==> config.mk <==
export PLATFORM = sky130hd
export DESIGN_NAME = slf_rx_align
export DESIGN_NICKNAME = d
export VERILOG_FILES = /design/src/slf_pkg.sv /design/src/slf_rx_align.sv
export VERILOG_INCLUDE_DIRS = /design/src
export SDC_FILE = /design/constraint.sdc
export NUM_CORES = 1
export LEC_CHECK = 0
export BUFFER_PORTS_ARGS = -buffer_cell sky130_fd_sc_hd__buf_2
export CAP_MARGIN = 10
export CORE_MARGIN = 2
export CORE_UTILIZATION = 52
export CTS_CLUSTER_SIZE = 40
export DETAILED_ROUTE_END_ITERATION = 10
export HOLD_SLACK_MARGIN = 0.15
export PLACE_DENSITY = 0.85
export SETUP_SLACK_MARGIN = 0.1
export SYNTH_ARGS = -nofsm -noshare
export SYNTH_HDL_FRONTEND = slang
export SYNTH_SLANG_ARGS = --single-unit
==> constraint.sdc <==
create_clock -name i_clk -period 2.65 [get_ports i_clk]
set_input_delay 0.265 -clock i_clk [delete_from_list [all_inputs] [get_ports i_clk]]
set_output_delay 0.265 -clock i_clk [all_outputs]
set_load 0.02 [all_outputs]
==> src/slf_regs.svh <==
// Constants for the receive loss, framing and byte alignment block.
// Assumes inclusion by slf_pkg.sv, slf_rx_align.sv and the self-checking bench.
// Notes on behaviour
// RULE1 - No transition over 128 bit periods declares loss
// RULE2 - Sixteen transitions within 128-bit window clear loss
// RULE3 - Loss disable turns internal detector off
// RULE4 - External loss input is active low
// RULE5 - Loss without local loopback zeroes parallel output
// RULE6 - Local loopbacks prevent parallel output muting
// RULE7 - Remote loopback data muted on internal loss
// RULE8 - Remote loopback data muted while external loss low
// RULE9 - Loss disable never blocks external loss muting
// RULE10 - Serial mute touches only remote loopback path
// RULE11 - Pattern is three F6 then three 28
// RULE12 - Search runs while out-of-frame input high
// RULE13 - Found boundary assembles bytes for parallel output
// RULE14 - Frame pulse at third A2 on match
// RULE15 - Pulse lasts one byte clock, repeats per match
// RULE16 - Out-of-frame low freezes boundary, stops pulses
// RULE17 - Framer drops out-of-frame after confirming sync
// RULE18 - Eight serial bits de-interleave into one byte
// RULE19 - Rate select picks fast or quarter bit rate
// RULE20 - Byte launched on byte clock falling edge
// RULE21 - Byte clock is eight bit periods long
// RULE22 - Byte clock keeps running during loss
// RULE23 - Reset clears history, pulse low, arbitrary boundary
`ifndef SLF_REGS_SVH
`define SLF_REGS_SVH

// ----------------------------------------------------------------
// Register map (byte addresses)
// ----------------------------------------------------------------
`define SLF_CTRL_OFFSET    8'h00
`define SLF_STATUS_OFFSET  8'h04
`define SLF_CTRL_RESET     5'h10
`define SLF_CTRL_WIDTH     5
`define SLF_STATUS_WIDTH   5

// ----------------------------------------------------------------
// Timing and pattern
// ----------------------------------------------------------------
`define SLF_LOS_QUIET_BITS 128
`define SLF_LOS_WIN_BITS   128
`define SLF_LOS_CLR_TRANS  16
`define SLF_SLOW_RATIO     4
`define SLF_BITS_PER_BYTE  8
`define SLF_FRAME_PATTERN  48'hf6f6f6282828
`define SLF_RESP_OKAY      2'h0
`define SLF_RESP_SLVERR    2'h2

`endif

==> src/slf_pkg.sv <==
// Types for the receive loss, framing and byte alignment block.
// Assumes slf_regs.svh sits in the include path.
`include "slf_regs.svh"
package slf_pkg;

  // Control register, software written
  typedef struct packed {
    logic rate_high;
    logic remote_serial_loopback;
    logic analog_local_loopback;
    logic digital_local_loopback;
    logic internal_loss_disable;
  } slf_ctrl_s;

  // Status register, read only
  typedef struct packed {
    logic remote_loop_serial_mute;
    logic searching;
    logic rx_muted;
    logic external_loss;
    logic internal_loss_detect;
  } slf_status_s;

endpackage

==> src/slf_rx_align.sv <==
// Receive back end: loss detect, muting, frame search and byte assembly.
// Assumes one serial bit per clock at high rate, one per four at low rate,
// inputs synchronous to i_clk, AXI4-Lite master per the published protocol.
//
// The address map and the AXI4-Lite slave port were chosen for this implementation.
`timescale 1ns/10ps
`include "slf_regs.svh"
module slf_rx_align
#(
  parameter int LOS_QUIET_BITS = `SLF_LOS_QUIET_BITS,
  parameter int LOS_WIN_BITS   = `SLF_LOS_WIN_BITS,
  parameter int LOS_CLR_TRANS  = `SLF_LOS_CLR_TRANS
)
(
  input  wire logic        i_clk,             // System clock
  input  wire logic        i_rst,             // Synchronous reset, active high
  input  wire logic        i_rx_serial,       // Recovered serial data bit
  input  wire logic        i_external_loss_n, // External loss, active low
  input  wire logic        i_out_of_frame,    // Framer search request
  output logic [7:0]       o_rx_parallel_out, // Parallel receive byte
  output logic             o_rx_byte_clock,   // Receive byte clock
  output logic             o_frame_found_pulse, // Frame found, one byte long
  output logic             o_tx_loop_bit,     // Remote loopback bit to transmit
  output logic             o_tx_loop_valid,   // Remote loopback bit strobe
  input  wire logic [7:0]  i_awaddr,          // AXI write address
  input  wire logic        i_awvalid,         // AXI write address valid
  output logic             o_awready,         // AXI write address ready
  input  wire logic [31:0] i_wdata,           // AXI write data
  input  wire logic [3:0]  i_wstrb,           // AXI write strobes
  input  wire logic        i_wvalid,          // AXI write data valid
  output logic             o_wready,          // AXI write data ready
  output logic [1:0]       o_bresp,           // AXI write response
  output logic             o_bvalid,          // AXI write response valid
  input  wire logic        i_bready,          // AXI write response ready
  input  wire logic [7:0]  i_araddr,          // AXI read address
  input  wire logic        i_arvalid,         // AXI read address valid
  output logic             o_arready,         // AXI read address ready
  output logic [31:0]      o_rdata,           // AXI read data
  output logic [1:0]       o_rresp,           // AXI read response
  output logic             o_rvalid,          // AXI read data valid
  input  wire logic        i_rready           // AXI read data ready
);
  import slf_pkg::*;

  localparam int QW = $clog2(LOS_QUIET_BITS + 2);
  localparam int CW = $clog2(LOS_WIN_BITS + 1);

  if (LOS_CLR_TRANS < 1 || LOS_CLR_TRANS > LOS_WIN_BITS || LOS_QUIET_BITS < 1 || LOS_WIN_BITS < 2)
  begin : g_bad_params
    $error("slf_rx_align: loss parameters out of range");
  end

  // ----------------------------------------------------------------
  // Register file
  // ----------------------------------------------------------------
  slf_ctrl_s   ctrl_q;
  slf_status_s status;
  logic        aw_got_q, aw_got_d, w_got_q, w_got_d, wr_fire;
  logic [7:0]  awaddr_q, awaddr_d;
  logic [31:0] wdata_q, wdata_d;
  logic [3:0]  wstrb_q, wstrb_d;
  logic        bvalid_d, awready_d, wready_d, rvalid_d, arready_d;
  logic [1:0]  bresp_d, rresp_d;
  logic [31:0] rdata_d;

  always_comb
  begin
    aw_got_d = aw_got_q | (i_awvalid & o_awready);
    w_got_d  = w_got_q | (i_wvalid & o_wready);
    awaddr_d = (i_awvalid & o_awready) ? i_awaddr : awaddr_q;
    wdata_d  = (i_wvalid & o_wready) ? i_wdata : wdata_q;
    wstrb_d  = (i_wvalid & o_wready) ? i_wstrb : wstrb_q;
    bvalid_d = o_bvalid & ~i_bready;
    bresp_d  = o_bresp;
    wr_fire  = aw_got_d & w_got_d & ~o_bvalid;
    if (wr_fire)
    begin
      bvalid_d = 1'b1;
      aw_got_d = 1'b0;
      w_got_d  = 1'b0;
      bresp_d  = (awaddr_d == `SLF_CTRL_OFFSET) ? `SLF_RESP_OKAY : `SLF_RESP_SLVERR;
    end
    // One write in flight; address and data taken in either order
    awready_d = ~aw_got_d & ~bvalid_d;
    wready_d  = ~w_got_d & ~bvalid_d;
  end

  always_ff @(posedge i_clk)
  begin
    if (i_rst)
    begin
      aw_got_q  <= 1'b0;
      w_got_q   <= 1'b0;
      awaddr_q  <= 8'h00;
      wdata_q   <= 32'h0000_0000;
      wstrb_q   <= 4'h0;
      o_awready <= 1'b0;
      o_wready  <= 1'b0;
      o_bvalid  <= 1'b0;
      o_bresp   <= `SLF_RESP_OKAY;
    end
    else
    begin
      aw_got_q  <= aw_got_d;
      w_got_q   <= w_got_d;
      awaddr_q  <= awaddr_d;
      wdata_q   <= wdata_d;
      wstrb_q   <= wstrb_d;
      o_awready <= awready_d;
      o_wready  <= wready_d;
      o_bvalid  <= bvalid_d;
      o_bresp   <= bresp_d;
    end
  end

  always_ff @(posedge i_clk)
  begin
    if (i_rst)
      ctrl_q <= slf_ctrl_s'(`SLF_CTRL_RESET);
    else if (wr_fire && awaddr_d == `SLF_CTRL_OFFSET && wstrb_d[0])
      ctrl_q <= slf_ctrl_s'(wdata_d[`SLF_CTRL_WIDTH-1:0]);
  end

  always_comb
  begin
    rvalid_d = o_rvalid & ~i_rready;
    rdata_d  = o_rdata;
    rresp_d  = o_rresp;
    if (i_arvalid && o_arready)
    begin
      rvalid_d = 1'b1;
      rresp_d  = `SLF_RESP_OKAY;
      if (i_araddr == `SLF_CTRL_OFFSET)
        rdata_d = {{(32-`SLF_CTRL_WIDTH){1'b0}}, ctrl_q};
      else if (i_araddr == `SLF_STATUS_OFFSET)
        rdata_d = {{(32-`SLF_STATUS_WIDTH){1'b0}}, status};
      else
      begin
        rdata_d = 32'h0000_0000;
        rresp_d = `SLF_RESP_SLVERR;
      end
    end
    arready_d = ~rvalid_d;
  end

  always_ff @(posedge i_clk)
  begin
    if (i_rst)
    begin
      o_arready <= 1'b0;
      o_rvalid  <= 1'b0;
      o_rdata   <= 32'h0000_0000;
      o_rresp   <= `SLF_RESP_OKAY;
    end
    else
    begin
      o_arready <= arready_d;
      o_rvalid  <= rvalid_d;
      o_rdata   <= rdata_d;
      o_rresp   <= rresp_d;
    end
  end

  // ----------------------------------------------------------------
  // Bit timing
  // ----------------------------------------------------------------
  logic [1:0] bit_div_q;
  logic       bit_en;

  // Low rate is a quarter of high rate, so a bit lands every fourth clock
  assign bit_en = ctrl_q.rate_high | (bit_div_q == 2'(`SLF_SLOW_RATIO - 1)); // RULE19

  always_ff @(posedge i_clk)
  begin
    if (i_rst)
      bit_div_q <= 2'h0;
    else
      bit_div_q <= bit_div_q + 2'h1;
  end

  // ----------------------------------------------------------------
  // Internal loss detector
  // ----------------------------------------------------------------
  logic                    prev_bit_q, trans, int_los_q, ext_los;
  logic [QW-1:0]           quiet_cnt_q;
  logic [CW-1:0]           trans_cnt_q;
  logic [LOS_WIN_BITS-1:0] trans_hist_q;

  assign trans   = bit_en & (i_rx_serial ^ prev_bit_q);
  assign ext_los = ~i_external_loss_n; // RULE4

  always_ff @(posedge i_clk)
  begin
    if (i_rst)
    begin
      prev_bit_q   <= 1'b0;
      quiet_cnt_q  <= '0;
      trans_cnt_q  <= '0;
      trans_hist_q <= '0;
    end
    else if (bit_en)
    begin
      prev_bit_q   <= i_rx_serial;
      trans_hist_q <= {trans_hist_q[LOS_WIN_BITS-2:0], trans};
      // Sliding window count: add newest, drop the one leaving
      trans_cnt_q  <= trans_cnt_q + CW'(trans) - CW'(trans_hist_q[LOS_WIN_BITS-1]); // RULE2
      if (trans)
        quiet_cnt_q <= '0;
      else if (quiet_cnt_q <= QW'(LOS_QUIET_BITS))
        quiet_cnt_q <= quiet_cnt_q + QW'(1);
    end
  end

  always_ff @(posedge i_clk)
  begin
    if (i_rst)
      int_los_q <= 1'b0;
    else if (ctrl_q.internal_loss_disable)
      int_los_q <= 1'b0; // RULE3
    else if (!int_los_q && quiet_cnt_q > QW'(LOS_QUIET_BITS))
      int_los_q <= 1'b1; // RULE1
    else if (int_los_q && trans_cnt_q >= CW'(LOS_CLR_TRANS))
      int_los_q <= 1'b0; // RULE2
  end

  // ----------------------------------------------------------------
  // Muting
  // ----------------------------------------------------------------
  logic rx_mute, loop_mute;

  // Disable only reaches int_los_q; external loss still mutes with the disable set
  assign rx_mute   = (int_los_q | ext_los) &
                     ~(ctrl_q.digital_local_loopback | ctrl_q.analog_local_loopback); // RULE5 RULE6 RULE9
  assign loop_mute = int_los_q | ext_los; // RULE7 RULE8 RULE9

  always_ff @(posedge i_clk)
  begin
    if (i_rst)
    begin
      o_tx_loop_valid <= 1'b0;
      o_tx_loop_bit   <= 1'b0;
    end
    else
    begin
      // Only the looped path sees this mute
      o_tx_loop_valid <= ctrl_q.remote_serial_loopback & bit_en; // RULE10
      o_tx_loop_bit   <= ctrl_q.remote_serial_loopback & bit_en & ~loop_mute & i_rx_serial; // RULE7 RULE8
    end
  end

  // ----------------------------------------------------------------
  // Frame search and byte assembly
  // ----------------------------------------------------------------
  logic [47:0] hist_q;
  logic [2:0]  bit_cnt_q, bit_cnt_d;
  logic        match_now, byte_done;

  assign match_now = i_out_of_frame & bit_en &
                     ({hist_q[46:0], i_rx_serial} == `SLF_FRAME_PATTERN); // RULE11 RULE12 RULE16
  assign byte_done = bit_en & ((bit_cnt_q == 3'h7) | match_now); // RULE18

  always_comb
  begin
    bit_cnt_d = bit_cnt_q;
    if (match_now)
      bit_cnt_d = 3'h0; // RULE13
    else if (bit_en)
      bit_cnt_d = bit_cnt_q + 3'h1;
  end

  always_ff @(posedge i_clk)
  begin
    if (i_rst)
    begin
      hist_q    <= 48'h0000_0000_0000; // RULE23
      bit_cnt_q <= 3'h0;
    end
    else
    begin
      if (bit_en)
        hist_q <= {hist_q[46:0], i_rx_serial};
      bit_cnt_q <= bit_cnt_d; // RULE16
    end
  end

  // Free running from the bit counter, so it never stops on loss
  always_ff @(posedge i_clk)
  begin
    if (i_rst)
      o_rx_byte_clock <= 1'b0;
    else
      o_rx_byte_clock <= (bit_cnt_d >= 3'h4); // RULE20 RULE21 RULE22
  end

  always_ff @(posedge i_clk)
  begin
    if (i_rst)
      o_rx_parallel_out <= 8'h00;
    else if (rx_mute)
      o_rx_parallel_out <= 8'h00; // RULE5
    else if (byte_done)
      o_rx_parallel_out <= {hist_q[6:0], i_rx_serial}; // RULE13 RULE18 RULE20
  end

  // Realignment shortens one byte clock if it is high, stretches it if low; framer must tolerate that glitch
  always_ff @(posedge i_clk)
  begin
    if (i_rst)
      o_frame_found_pulse <= 1'b0; // RULE23
    else if (byte_done)
      o_frame_found_pulse <= match_now; // RULE14 RULE15
  end

  assign status = '{remote_loop_serial_mute: ctrl_q.remote_serial_loopback & loop_mute,
                    searching:               i_out_of_frame,
                    rx_muted:                rx_mute,
                    external_loss:           ext_los,
                    internal_loss_detect:    int_los_q};

  // ----------------------------------------------------------------
  // Checks
  // ----------------------------------------------------------------
  chk_los_declare: assert property (@(posedge i_clk) disable iff (i_rst) // RULE1
    (!ctrl_q.internal_loss_disable && quiet_cnt_q > QW'(LOS_QUIET_BITS)) |=> int_los_q)
    else $error("internal loss not declared after quiet period");

  chk_los_clear: assert property (@(posedge i_clk) disable iff (i_rst) // RULE2
    (int_los_q && trans_cnt_q >= CW'(LOS_CLR_TRANS)) |=> !int_los_q)
    else $error("internal loss not cleared after enough transitions");

  chk_los_disable: assert property (@(posedge i_clk) disable iff (i_rst) // RULE3
    ctrl_q.internal_loss_disable |=> !int_los_q)
    else $error("internal loss set while detector disabled");

  chk_rx_mute_zero: assert property (@(posedge i_clk) disable iff (i_rst) // RULE5
    ((int_los_q || !i_external_loss_n) && !ctrl_q.digital_local_loopback
      && !ctrl_q.analog_local_loopback) |=> o_rx_parallel_out == 8'h00)
    else $error("parallel output not muted during loss");

  chk_loop_mute: assert property (@(posedge i_clk) disable iff (i_rst) // RULE8
    (ctrl_q.remote_serial_loopback && bit_en && !i_external_loss_n)
      |=> (o_tx_loop_valid && !o_tx_loop_bit))
    else $error("looped data not muted on external loss");

  chk_frame_pulse: assert property (@(posedge i_clk) disable iff (i_rst) // RULE14
    match_now |=> (o_frame_found_pulse && bit_cnt_q == 3'h0 && !o_rx_byte_clock))
    else $error("frame pulse missing after pattern match");

  chk_pulse_length: assert property (@(posedge i_clk) disable iff (i_rst) // RULE15
    (o_frame_found_pulse && byte_done && !match_now) |=> !o_frame_found_pulse)
    else $error("frame pulse longer than one byte clock");

  chk_no_search: assert property (@(posedge i_clk) disable iff (i_rst) // RULE16
    (!i_out_of_frame && bit_en) |=> bit_cnt_q == $past(bit_cnt_q) + 3'h1)
    else $error("byte boundary moved while search disabled");

  chk_byte_launch: assert property (@(posedge i_clk) disable iff (i_rst) // RULE20
    (byte_done && !rx_mute) |=> ($fell(o_rx_byte_clock) || !$past(o_rx_byte_clock)))
    else $error("byte not launched at byte clock fall");

endmodule

==> out/summary.txt <==
Initial Util: 0.526
Kind of critical path: input pin to register
Fmax: 405 MHz
Gate count after technology mapping: 1160
Final hold vios: 0
CP arrival: 2.87 ns
Syn Area/Cell: 8.08 um2
Root Buffer: clkbuf_16
Total CTS buffers: 24
Vias in the first global route: 7105
Die Y: 138 um
Leading cell types by count after synthesis: nand2_1 (396), dfxtp_1 (241), a21oi_1 (209), clkbuf_1 (63), nor2_1 (34)
Register area: 4830 um2
Layout area overhead: 14.7%
Max-cap violations: 0
Most frequent cell after synthesis: nand2_1
PwrDens: 744 nW/um2
Largest net degree at the start of global routing: 194
Ys async rst share: 0
Routed Antenna Nets: 0
Worst setup margin: 0.179 ns
Final min period: 2.47 ns
Critical R2R Launch: bit_div_q[0]
TritonCTS Sinks: 241
Total power: 8000 uW
DP Worst Slack: 0.204 ns
CTS tree: built
Fill cells: 1492
Drc violations: 0
1st-pass router iterations: 5
Post-synthesis sequential area ratio: 0.515
Area leader, netlist: dfxtp_1
Hold wc startpoint: i_external_loss_n
Die width: 138 um
Worst-case clock skew: 0.00914 ns
CTS HTree Levels: 1
Share of layout cells above drive strength 1: 0.106
Distinct cells, synth: 53
R2R Path End: trans_cnt_q[6]
Synth top area cells: dfxtp_1 (51%), nand2_1 (16%), a21oi_1 (11%)
Synth Register Bits: 241
Maximum vdd drop: 0.503 mV
Clock Latency Late Sink: 0.51 ns
Total negative slack: 0 ns
Setup bufs post-CTS: 0
Initial antenna violation count: 0
Final HPWL DP: 10.1 mm
Tot GR Track Use: 0.187
PortBufs: 55
Primary FF master, synth: dfxtp_1
Reg2reg path depth: 11
Worst-path clk slew: 0.06 ns
N_diodes: 0
Ports: 115
Crit start category: input pin
Fin crit share: 0.933
Multi-input combinational cell area: 4100 um2
Max_slew headroom: 0.372
DR iter-0 viols: 575
Final nets: 1284
Crit-path max FO: 4
Crit end category: register
Via count: 7618
Number of synthesized flops with an enable pin: 0
Fin. max-slew vios: 0
Die area: 19100 um2
Outcome: finished clean
Hold_ws: 0.180 ns
First-pass GRT wire length: 31.7 mm
R2R Setup Slk: 0.23 ns
Final wirelength: 18.4 mm
Aggregate global routing overflow: 0
Detailed-route vias per instance: 5.26
Synth top area share: 0.515
Syn. warnings: 0
RSZ-0062 raised after global routing: true
WP data required: 3.05 ns
Placer's final routability congestion estimate: 0.816
Lkg Pwr: 0.00386 uW
Post-Syn Area: 9380 um2
Clock Tree Buf Depth: 3
Final Setup Violations: 0
Core footprint: 17800 um2
Hold path cells: 4
Core Rows: 49
Final Util: 0.603
Worst Max-Slew Pin Slew: 0.941 ns
WHS Endpoint: o_rdata[1]
Routed len/inst: 12.7 um
Hold WC Path Type: input pin to register
[metal layers]
layer,vias up,share of wire,track usage
met2,177,0.48,0.319
met1,3543,0.45,0.242
met4,0,0.026,0.0612
met3,40,0.044,0.0315
met5,-,0,0
li1,3858,-,-
[worst max-delay path: stages]
cell and delay (ns):
dlygate4sd3_1 0.53, buf_2 0.14, inv_1 0.04, ha_1 0.29, and2_4 0.16, ha_1 0.16
inv_1 0.05, fa_1 0.38, nand2b_4 0.17, a21oi_4 0.15, o21ai_2 0.08, a21o_1 0.19
a211o_1 0.25
[cell families after synthesis]
family / synth area share
AOI/OAI and AO/OA: 0.144
buffers and inverters: 0.0641
adders and majority gates: 0.0262
xor gates and xnor gates: 0.00187
and+or+nand+nor: 0.230
DFF: 0.515
other: 0.000400
muxes: 0.0187
[stage by stage]
step / instances / cell area [um2]
global placement: 1380 / 9690
finish: 1447 / 10800
floorplan: 1188 / 9500
CTS: 1447 / 10700
detailed placement: 1380 / 9690
global route: 1447 / 10800
[power by group]
part / internal [uW] / switching (uW) / total (uW)
registers: 3710 / 59.0 / 3770
clock network: 2010 / 1320 / 3320
logic: 387 / 532 / 918
[cells in the final DEF, fill, tap and decap left out, types with 4 or more instances in the layout]
cell type / synthesis / routed
a21oi_1: 209 / 208
a22oi_1: 5 / 5
buf_12: 0 / 5
buf_2: 1 / 54
buf_4: 29 / 6
clkbuf_1: 63 / 5
clkbuf_16: 0 / 25
clkbuf_8: 0 / 7
conb_1: 1 / 29
dfxtp_1: 241 / 240
dlygate4sd3_1: 0 / 26
ha_1: 18 / 18
inv_1: 20 / 20
mux2_2: 4 / 4
mux2i_1: 13 / 13
nand2_1: 396 / 396
nand2b_1: 6 / 5
nand3_1: 10 / 10
nand3b_1: 4 / 4
nand4_1: 4 / 4
nor2_1: 34 / 33
nor2b_1: 4 / 4
nor3_1: 14 / 14
nor4_1: 8 / 7
o21ai_0: 12 / 11
or3_1: 6 / 6
[area by class of cell]
cell class / instances / share of cell area
flip-flops and latches: 241 / 0.449
multi-input cells: 824 / 0.381
clock buffers: 37 / 0.0689
repair buffers: 92 / 0.0639
well taps: 229 / 0.0266
inverters: 20 / 0.00698
clock inverters: 4 / 0.00419
[flip-flops by register name, summed over array words and instances, names as in the netlist, 2 cells and up]
register	count
awaddr_q	8
bit_cnt_q	3
bit_div_q	2
ctrl_q	5
hist_q	47
o_rdata	5
o_rx_parallel_out	8
quiet_cnt_q	8
trans_cnt_q	8
trans_hist_q	128
wdata_q	5
[worst max-delay path by stage]
| stage | startpoint | end | slack [ns] | depth (start not counted) |
|---|---|---|---|---|
| floorplan | bit_div_q[0] | trans_cnt_q[6] | 0.10 | 13 |
| global placement | i_rx_serial | trans_cnt_q[6] | 0.25 | 12 |
| detailed placement | i_rx_serial | trans_cnt_q[6] | 0.20 | 12 |
| CTS | i_rx_serial | trans_cnt_q[6] | 0.18 | 13 |
| global route | i_rx_serial | trans_cnt_q[6] | 0.03 | 13 |
| finish | i_rx_serial | trans_cnt_q[6] | 0.18 | 13 |
[repair_timing]
item	in CTS	in global routing
setup endpoints to repair	0	2
hold buffers	26	0
endpoints found under the hold margin	24	0
resized for setup	0	4
(Power assumes the default switching activity.)
